## config.mk

```make
export PLATFORM = sky130hd
export DESIGN_NAME = nod_regs
export DESIGN_NICKNAME = d
export VERILOG_FILES = /design/src/core/nod_pkg.sv /design/src/core/nod_step.sv /design/src/core/nod_regs.sv
export SDC_FILE = /design/constraint.sdc
export NUM_CORES = 1
export LEC_CHECK = 0
export BUFFER_PORTS_ARGS = -buffer_cell sky130_fd_sc_hd__buf_2
export CAP_MARGIN = 20
export CORE_UTILIZATION = 40
export CTS_BUF_LIST = sky130_fd_sc_hd__clkbuf_16
export DETAILED_ROUTE_END_ITERATION = 10
export PLACE_DENSITY = 0.69
export SETUP_SLACK_MARGIN = 0.15
export SLEW_MARGIN = 30
export SYNTH_ARGS = -nofsm -noshare
export SYNTH_HDL_FRONTEND = slang
export SYNTH_HIERARCHICAL = 1
export SYNTH_SLANG_ARGS = --single-unit
```

## constraint.sdc

```tcl
create_clock -name SYS_CLK_IN -period 6.6 [get_ports SYS_CLK_IN]
set_input_delay 0.33 -clock SYS_CLK_IN [delete_from_list [all_inputs] [get_ports SYS_CLK_IN]]
set_output_delay 0.33 -clock SYS_CLK_IN [all_outputs]
set_load 0.05 [all_outputs]
```

## src/core/nod_pkg.sv

```systemverilog
`default_nettype none
package nod_pkg;

  // bus and lane geometry
  localparam int NOD_ADDR_W = 8;
  localparam int NOD_DATA_W = 32;
  localparam int NOD_DLY_W = 9;
  localparam int NOD_SLICES = 3;
  localparam int NOD_BUS_W = 27;

  // register indices; byte address is four times the index
  localparam logic [5:0] NOD_IDX_SLICE0 = 6'h0b;
  localparam logic [5:0] NOD_IDX_SLICE1 = 6'h0c;
  localparam logic [5:0] NOD_IDX_SLICE2 = 6'h0d;
  localparam logic [5:0] NOD_IDX_COARSE = 6'h10;

  // field positions inside a slice register
  localparam int NOD_DLY_LSB = 0;
  localparam int NOD_DLY_MSB = 8;
  localparam int NOD_CRSE_BIT = 13;
  localparam int NOD_DEC_BIT = 14;
  localparam int NOD_INC_BIT = 15;

  // reset values
  localparam logic [8:0] NOD_DLY_RST = 9'h000;
  localparam logic [8:0] NOD_COARSE_RST = 9'h008;
  localparam logic [31:0] NOD_RDATA_RST = 32'h0000_0000;

  // decoded update operation
  typedef enum logic [2:0] {
    NOD_OP_LOAD        = 3'b000,
    NOD_OP_FINE_UP     = 3'b001,
    NOD_OP_FINE_DOWN   = 3'b010,
    NOD_OP_COARSE_UP   = 3'b011,
    NOD_OP_COARSE_DOWN = 3'b100
  } nod_op_t;

  // avalon-mm request from the master
  typedef struct packed {
    logic read;
    logic write;
    logic [7:0] address;
    logic [31:0] writedata;
  } nod_avs_req_t;

  // fabric-side load request
  typedef struct packed {
    logic [2:0] load_en;
    logic [26:0] load_bus;
  } nod_fab_load_t;

  // whole state of the register bank
  typedef struct packed {
    logic [2:0][8:0] dly;
    logic [8:0] coarse;
    logic ack;
    logic [31:0] rdata;
  } nod_state_t;

  // {coarse, down, up} command bits to operation
  function automatic nod_op_t nod_decode(input logic [2:0] cmd);
    nod_op_t op;
    op = NOD_OP_LOAD;
    unique case (cmd)
      3'b000, 3'b011, 3'b100, 3'b111: op = NOD_OP_LOAD;
      3'b001: op = NOD_OP_FINE_UP;
      3'b010: op = NOD_OP_FINE_DOWN;
      3'b101: op = NOD_OP_COARSE_UP;
      3'b110: op = NOD_OP_COARSE_DOWN;
    endcase
    return op;
  endfunction

endpackage
`default_nettype wire

```

## src/core/nod_step.sv

```systemverilog
`timescale 1ns/1ns
`default_nettype none
module nod_step (
  input wire nod_pkg::nod_op_t op_in,
  input wire logic [8:0] cur_in,
  input wire logic [8:0] data_in,
  input wire logic [8:0] coarse_in,
  output logic [8:0] nxt_out
);
  import nod_pkg::*;

  // next delay; 9-bit arithmetic wraps modulo 512
  always_comb begin
    nxt_out = cur_in;
    unique case (op_in)
      NOD_OP_LOAD: nxt_out = data_in;
      // one tap up, wraps to zero
      NOD_OP_FINE_UP: nxt_out = 9'(cur_in + 9'h001);
      // one tap down, wraps to top
      NOD_OP_FINE_DOWN: nxt_out = 9'(cur_in - 9'h001);
      NOD_OP_COARSE_UP: nxt_out = 9'(cur_in + coarse_in);
      NOD_OP_COARSE_DOWN: nxt_out = 9'(cur_in - coarse_in);
    endcase
  end

endmodule // nod_step
`default_nettype wire

```

## src/core/nod_regs.sv

```systemverilog
// Decided for this implementation: register access over Avalon-MM.
`timescale 1ns/1ns
`default_nettype none
module nod_regs (
  input wire logic SYS_CLK_IN,
  input wire logic SYS_RST_IN,
  input wire nod_pkg::nod_avs_req_t AVS_REQ_IN,
  output logic AVS_WAITREQUEST_OUT,
  output logic [31:0] AVS_READDATA_OUT,
  input wire nod_pkg::nod_fab_load_t FAB_LOAD_IN,
  output logic [26:0] FAB_READBACK_OUT
);
  import nod_pkg::*;

  nod_state_t st_ff;
  nod_state_t nxt_st;
  logic req;
  logic [5:0] idx;
  logic [2:0] hit;
  logic hit_coarse;
  logic [2:0] cmd;
  nod_op_t op;
  logic [2:0][8:0] step_dly;

  // request decode on word index
  assign req = AVS_REQ_IN.read | AVS_REQ_IN.write;
  assign idx = AVS_REQ_IN.address[7:2];
  assign hit[0] = (idx == NOD_IDX_SLICE0);
  assign hit[1] = (idx == NOD_IDX_SLICE1);
  assign hit[2] = (idx == NOD_IDX_SLICE2);
  assign hit_coarse = (idx == NOD_IDX_COARSE);

  assign cmd = {AVS_REQ_IN.writedata[NOD_CRSE_BIT], AVS_REQ_IN.writedata[NOD_DEC_BIT],
                AVS_REQ_IN.writedata[NOD_INC_BIT]};
  assign op = nod_decode(cmd);

  // one update unit per slice
  for (genvar g = 0; g < NOD_SLICES; g++) begin : g_step
    nod_step u_step (
      .op_in(op),
      .cur_in(st_ff.dly[g]),
      .data_in(AVS_REQ_IN.writedata[NOD_DLY_MSB:NOD_DLY_LSB]),
      .coarse_in(st_ff.coarse),
      .nxt_out(step_dly[g])
    );
  end

  // handshake: one wait cycle, then accept
  assign AVS_WAITREQUEST_OUT = req & ~st_ff.ack;
  assign AVS_READDATA_OUT = st_ff.rdata;

  // readback lanes come straight from the delay flops
  assign FAB_READBACK_OUT = {st_ff.dly[2], st_ff.dly[1], st_ff.dly[0]};

  // next state
  always_comb begin
    nxt_st = st_ff;
    nxt_st.ack = req & ~st_ff.ack;
    // read capture in the wait cycle; unmapped reads give zero
    if (AVS_REQ_IN.read && !st_ff.ack) begin
      nxt_st.rdata = NOD_RDATA_RST;
      for (int i = 0; i < NOD_SLICES; i++) begin
        // command bits and reserved bits read zero
        if (hit[i]) begin
          nxt_st.rdata[NOD_DLY_MSB:NOD_DLY_LSB] = st_ff.dly[i];
        end
      end
      if (hit_coarse) begin
        nxt_st.rdata[NOD_DLY_MSB:NOD_DLY_LSB] = st_ff.coarse;
      end
    end
    for (int i = 0; i < NOD_SLICES; i++) begin
      // fabric lane load, bus write wins if both land together
      if (FAB_LOAD_IN.load_en[i]) begin
        nxt_st.dly[i] = FAB_LOAD_IN.load_bus[i*NOD_DLY_W +: NOD_DLY_W];
      end
      // write takes effect at the accepting edge
      if (AVS_REQ_IN.write && st_ff.ack && hit[i]) begin
        nxt_st.dly[i] = step_dly[i];
      end
    end
    // coarse step amount, plain read/write
    if (AVS_REQ_IN.write && st_ff.ack && hit_coarse) begin
      nxt_st.coarse = AVS_REQ_IN.writedata[NOD_DLY_MSB:NOD_DLY_LSB];
    end
  end

  // state register
  always_ff @(posedge SYS_CLK_IN or posedge SYS_RST_IN) begin
    if (SYS_RST_IN) begin
      st_ff.dly <= {NOD_SLICES{NOD_DLY_RST}};
      st_ff.coarse <= NOD_COARSE_RST;
      st_ff.ack <= 1'b0;
      st_ff.rdata <= NOD_RDATA_RST;
    end else begin
      st_ff <= nxt_st;
    end
  end

  // accepted bus write to one lane, as a plain condition
  function automatic logic s_wr_take_b(input int i);
    return AVS_REQ_IN.write && st_ff.ack && hit[i];
  endfunction
endmodule // nod_regs
`default_nettype wire

```

==> out/results.ini, run 1 <==
[yosys]
synthAdderAreaFrac=0.0756
yosys_warnings=6
synth_compound_area_frac=0.210
synth-async-reset-ratio=1.00
synth-xor-area-share=0.0499
avgSynthCellArea_sq_um=8.40
synth-main-ff-cell=dfrtp_1
yosysUniqueCellTypes=55
syn_inst=627
syn_area_sq_um=5270
synth_top_family_by_area=compound AO/OA/AOI/OAI gates
ys_seq_area_frac=0.219
synthSimpleGateAreaFrac=0.193
ys_ff_latch=46
synth_edf_count=0
synthMuxAreaShare=0.125

[clocking]
cts_tree=built
cts_root_buffer=clkbuf_16
clockBufferDepth=2
clk_pin_slew_ns=0.06
clock_latency_ns=0.29
post_cts.repair.setup_buffers=0
cts_resized=0
h-tree-depth=2
cts_hold_buf=0
cts_sinks=46
cts_made_buffers=5

[sta]
rsz0062_at_grt=no
post-route-period-util=0.520
max_freq_mhz=292
hold_violations=0
timing.setup.tns_ns=0
clock_skew_ns=0.00230
max_slew_margin=0.347
worstMarginPinSlew_ns=0.979
setup_viol=0
fin_ws_ns=3.17
period_needed_ns=3.43
hold_ws_ns=0.177
slew_viol_final=0

[routing]
vias=4745
drcViolationCount=0
dr.pass1.iters=5
drt-initial-drc-count=374
via_per_inst=5.69
wire_per_inst_um=17.4
routed_wl_um=14600
ant_nets=0

[grt]
grt_use_total=0.215
overflow=0
grt_pass1_wl_um=22200
grt_max_degree=47
antenna_found_initial=1
grt_pass1_vias=4241

[setup_path]
reg2reg_from=st_ff[35]$_DFFE_PP0P_
cp_slowest_cell=fa_1
worstPathArrival_ns=3.60
path_cells=buf_2 > nor2b_2 > buf_4 > nand2_1 > o21ai_0 > buf_4 > nand2b_2 > mux2i_1 > nand2_1 > ha_1 > fa_1 > nor2b_1 > o21ai_0 > a21boi_1 > o21a_1 > o21a_1 > o31ai_1 > mux2_2
startpoint_type=input port
crit_type=input port to register
crit_path_max_fanout=37
r2r_cells=11
setup.worst_path.start=AVS_REQ_IN[14]
critical-path-max-stage-delay_ns=0.42
crit_required_ns=6.77
critPathCaptureType=register

[layout]
antenna_cells=0
area_growth_syn_to_layout_pct=7.22
drive_above_1_share=0.264
final_core_util=0.444
nNetsFinal=765
final_cell_mix=88 x buf_2, 54 x nand2_1, 49 x nor2_1
final_common_cell=buf_2

[die]
core_area_sq_um=12700
ioPinCount=134
core.rowCount=41
die_w_um=117
die-area_sq_um=13600
fp.dieH_um=117
start_util=0.414

[power]
ir_drop_mv=0.111
pwr_density_cell_nw_per_um2=231
power.leakage_uw=0.00252
power.total_uw=1300

[hold_path]
hold_class=input port to asynchronous set/reset pin

[placed_design]
gp_congestion=0.917
port_buffers=88
dpl.hpwl_um=11100
post-place-ws_ns=2.70

[job]
cap_violations=0

[outcome]
status=complete, no violations

==> per-layer routing <==
metal / track usage / vias up / wire length, um / part of all wire
li1: - / 2257 / - / -
met4: 0.0878 / 2 / 585 / 0.040
met5: 0 / - / 13 / 0.00089
met2: 0.332 / 218 / 6410 / 0.44
met3: 0.0363 / 51 / 991 / 0.068
met1: 0.297 / 2217 / 6550 / 0.45
==> registers in the layout, indices dropped and copies added (netlist names) <==
| name | cells |
|---|---|
| FAB_READBACK_OUT | 27 |
| AVS_READDATA_OUT | 9 |
| st_ff | 10 |
==> power by group <==
group | switching, uW | internal (uW)
Clock | 106 | 176
Combinational | 389 | 249
Sequential | 70.8 | 313
Total | 566 | 738
==> critical path: cells and delay by family <==
| kind | cells | cell delay (ns) |
|---|---|---|
| AOI/OAI and AO/OA | 6 | 0.75 |
| adders and majority gates | 2 | 0.62 |
| buffers and inverters | 3 | 0.71 |
| muxes | 2 | 0.50 |
| and+or+nand+nor | 5 | 0.67 |
==> final cells by class <==
cell class / count / area, sq um
fill: 1257 / 7080
multi-input combinational: 493 / 3560
sequential: 46 / 1150
timing repair buffer: 91 / 463
tap: 172 / 215
clock buffer: 5 / 125
inverter: 24 / 91.3
clock inverter: 3 / 37.5
==> Yosys cell counts (10+ instances only) <==
| cell type | n | area, sq um |
|---|---|---|
| a21oi_1 | 26 | 130 |
| nand2_1 | 54 | 203 |
| mux2_2 | 48 | 541 |
| inv_1 | 24 | 90.1 |
| nor2_1 | 50 | 188 |
| dfrtp_1 | 45 | 1130 |
| o31ai_1 | 13 | 97.6 |
| buf_4 | 59 | 443 |
| xnor2_1 | 21 | 184 |
| o21ai_0 | 33 | 165 |
| ha_1 | 27 | 338 |
| o22ai_1 | 23 | 144 |
| clkbuf_1 | 11 | 41.3 |
| nor2b_1 | 10 | 62.6 |
| mux2i_1 | 12 | 120 |
| o21a_1 | 33 | 248 |
==> path summary, 6_finish.rpt <==
kind	endpoint	slack (ns)
max	FAB_READBACK_OUT[24]$_DFFE_PP0P_	3.17
min	AVS_READDATA_OUT[8]$_DFFE_PP0P_	0.18
max reg2reg	FAB_READBACK_OUT[8]$_DFFE_PP0P_	3.26
min reg2reg	st_ff[32]$_DFF_PP0_	0.51
max in group asynchronous	FAB_READBACK_OUT[4]$_DFFE_PP0P_	5.93
min in group SYS_CLK_IN	st_ff[32]$_DFF_PP0_	0.31
==> cell families after synthesis <==
logic type | Yosys count
xor+xnor | 30
flops | 46
fa+ha+maj | 30
mux | 60
simple gates | 180
compound gates | 170
buf+inv | 110
other cells | 1
==> per-stage QoR <==
stage / instances / cell area, sq um
after global routing: 834 / 5650
after global placement: 826 / 5450
final: 834 / 5650
after CTS: 834 / 5630
after floorplan: 649 / 5350
after detailed placement: 826 / 5470
No activity file was read; power rests on OpenSTA's default activity.
==> run 2: changes to the inputs <==
==> constraint.sdc (replaced) <==
create_clock -name SYS_CLK_IN -period 3.3 [get_ports SYS_CLK_IN]
set_input_delay 0.165 -clock SYS_CLK_IN [delete_from_list [all_inputs] [get_ports SYS_CLK_IN]]
set_output_delay 0.165 -clock SYS_CLK_IN [all_outputs]
set_load 0.05 [all_outputs]
==> out/results.ini, run 2 (same netlist as run 1, synthesis figures left out) <==
[die]
ioPinCount=134
fp.dieH_um=117
start_util=0.414
die-area_sq_um=13600
core.rowCount=41
core_area_sq_um=12700
die_w_um=117

[sta]
post-route-period-util=0.936
hold_ws_ns=0.0128
max_freq_mhz=324
worstMarginPinSlew_ns=0.840
timing.setup.tns_ns=0
slew_viol_final=0
clock_skew_ns=0.00684
max_slew_margin=0.440
rsz0062_at_grt=yes
period_needed_ns=3.09
setup_viol=0
hold_violations=0

[grt]
grt_use_total=0.226
grt_pass1_vias=4488
antenna_found_initial=0
grt_max_degree=47
overflow=0
grt_pass1_wl_um=23400

[power]
pwr-share-comb=0.515
power.leakage_uw=0.00262
swShare=0.447
pwr_density_cell_nw_per_um2=453
p_sw_uw=1180
clkPwrFrac=0.196
intPower_uw=1450
seqPwrFrac=0.290
ir_drop_mv=0.238

[clocking]
cts_made_buffers=5
cts_root_buffer=clkbuf_16
clockBufferDepth=2
cts_sinks=46
clk_pin_slew_ns=0.07
h-tree-depth=2
cts_tree=built
clock_latency_ns=0.29
cts_hold_buf=0

[routing]
drt-initial-drc-count=329
vias=4876
drcViolationCount=0
dr.pass1.iters=5
ant_nets=0
routed_wl_um=15100
wire_per_inst_um=17.6
via_per_inst=5.68

[setup_path]
crit_path_max_fanout=10
crit_type=register to register
crit_buf_inv=1
r2r_cells=14
cp_slowest_cell=dfrtp_2
r2r_end=FAB_READBACK_OUT[26]$_DFFE_PP0P_
regToRegSetupSlack_ns=0.21
crit_family=compound AO/OA/AOI/OAI gates
startpoint_type=register
crit_required_ns=3.48
critical-path-max-stage-delay_ns=0.49
critPathCaptureType=register
path_cells=inv_1 > ha_1 > nor3b_4 > nand2_1 > xor2_1 > o22ai_1 > ha_1 > a21o_1 > a21oi_1 > nand2_1 > a21oi_1 > xnor2_1 > o21ai_1 > mux2_2
reg2reg_from=st_ff[33]$_DFFE_PP0P_
worstPathArrival_ns=3.27

[layout]
nNetsFinal=789
area_growth_syn_to_layout_pct=10.3
largest_reg_flops=27
final_common_cell=buf_2
final_cell_mix=88 x buf_2, 54 x nand2_1, 50 x nor2_1
drive_above_1_share=0.294
antenna_cells=0

[placed_design]
dpl.hpwl_um=11400
port_buffers=88
gp_congestion=0.905

[hold_path]
hold_class=input port to asynchronous set/reset pin

[outcome]
status=complete, no violations

[job]
cap_violations=0

## run 2: how the worst max path moves through the flow
| stage | from | endpoint | slack (ns) | cells after the start |
|---|---|---|---|---|
| floorplan | AVS_REQ_IN[15] | FAB_READBACK_OUT[24]$_DFFE_PP0P_ | 0.16 | 17 |
| global placement | AVS_REQ_IN[15] | FAB_READBACK_OUT[23]$_DFFE_PP0P_ | 0.13 | 15 |
| detailed placement | AVS_REQ_IN[15] | FAB_READBACK_OUT[23]$_DFFE_PP0P_ | -0.001 | 15 |
| CTS | st_ff[33]$_DFFE_PP0P_ | FAB_READBACK_OUT[26]$_DFFE_PP0P_ | 0.17 | 14 |
| global route | st_ff[33]$_DFFE_PP0P_ | FAB_READBACK_OUT[26]$_DFFE_PP0P_ | 0.06 | 14 |
| finish | st_ff[33]$_DFFE_PP0P_ | FAB_READBACK_OUT[26]$_DFFE_PP0P_ | 0.21 | 14 |
## run 2: layout make-up
class / instances / area, sq um
Timing Repair Buffer: 115 / 643
Clock buffer: 5 / 125
Tap cell: 172 / 215
Clock inverter: 3 / 20.0
Inverter: 24 / 91.3
Fill cell: 1253 / 6920
Multi-Input combinational cell: 493 / 3560
Sequential cell: 46 / 1160
## run 2: per-layer routing
| metal | GRT usage | part of all wire | wire, um | vias up |
|---|---|---|---|---|
| li1 | - | - | - | 2303 |
| met1 | 0.308 | 0.45 | 6760 | 2352 |
| met2 | 0.372 | 0.47 | 7100 | 191 |
| met3 | 0.0343 | 0.061 | 926 | 30 |
| met4 | 0.0574 | 0.023 | 354 | 0 |
| met5 | 0 | 0 | 0 | - |
## run 2: what timing repair did
item                       in CTS  in global routing
resized for setup               1                  6
setup endpoints to repair       2                 10
pin swaps                       0                  2
buffers inserted                1                 10
## run 2: power groups by stage
stage | Sequential (uW) | Clock (uW) | Combinational (uW)
finish | 762 | 514 | 1350
global placement | 765 | 0 | 1250
global route | 769 | 547 | 1480
detailed placement | 771 | 0 | 1290
CTS | 760 | 516 | 1300
floorplan | 714 | 0 | 1120
## run 2: per-stage QoR
step / total power (uW) / instances / area (sq um) / utilization / worst slack [ns]
2_1_floorplan: 1840 / 649 / 5350 / - / 0.156
3_3_place_gp: 2020 / 839 / 5550 / 0.436 / 0.129
3_5_place_dp: 2060 / 839 / 5550 / 0.436 / -0.00140
4_1_cts: 2580 / 848 / 5710 / 0.449 / 0.172
5_1_grt: 2800 / 858 / 5810 / 0.456 / 0.0578
6_report: 2630 / 858 / 5810 / 0.456 / 0.212
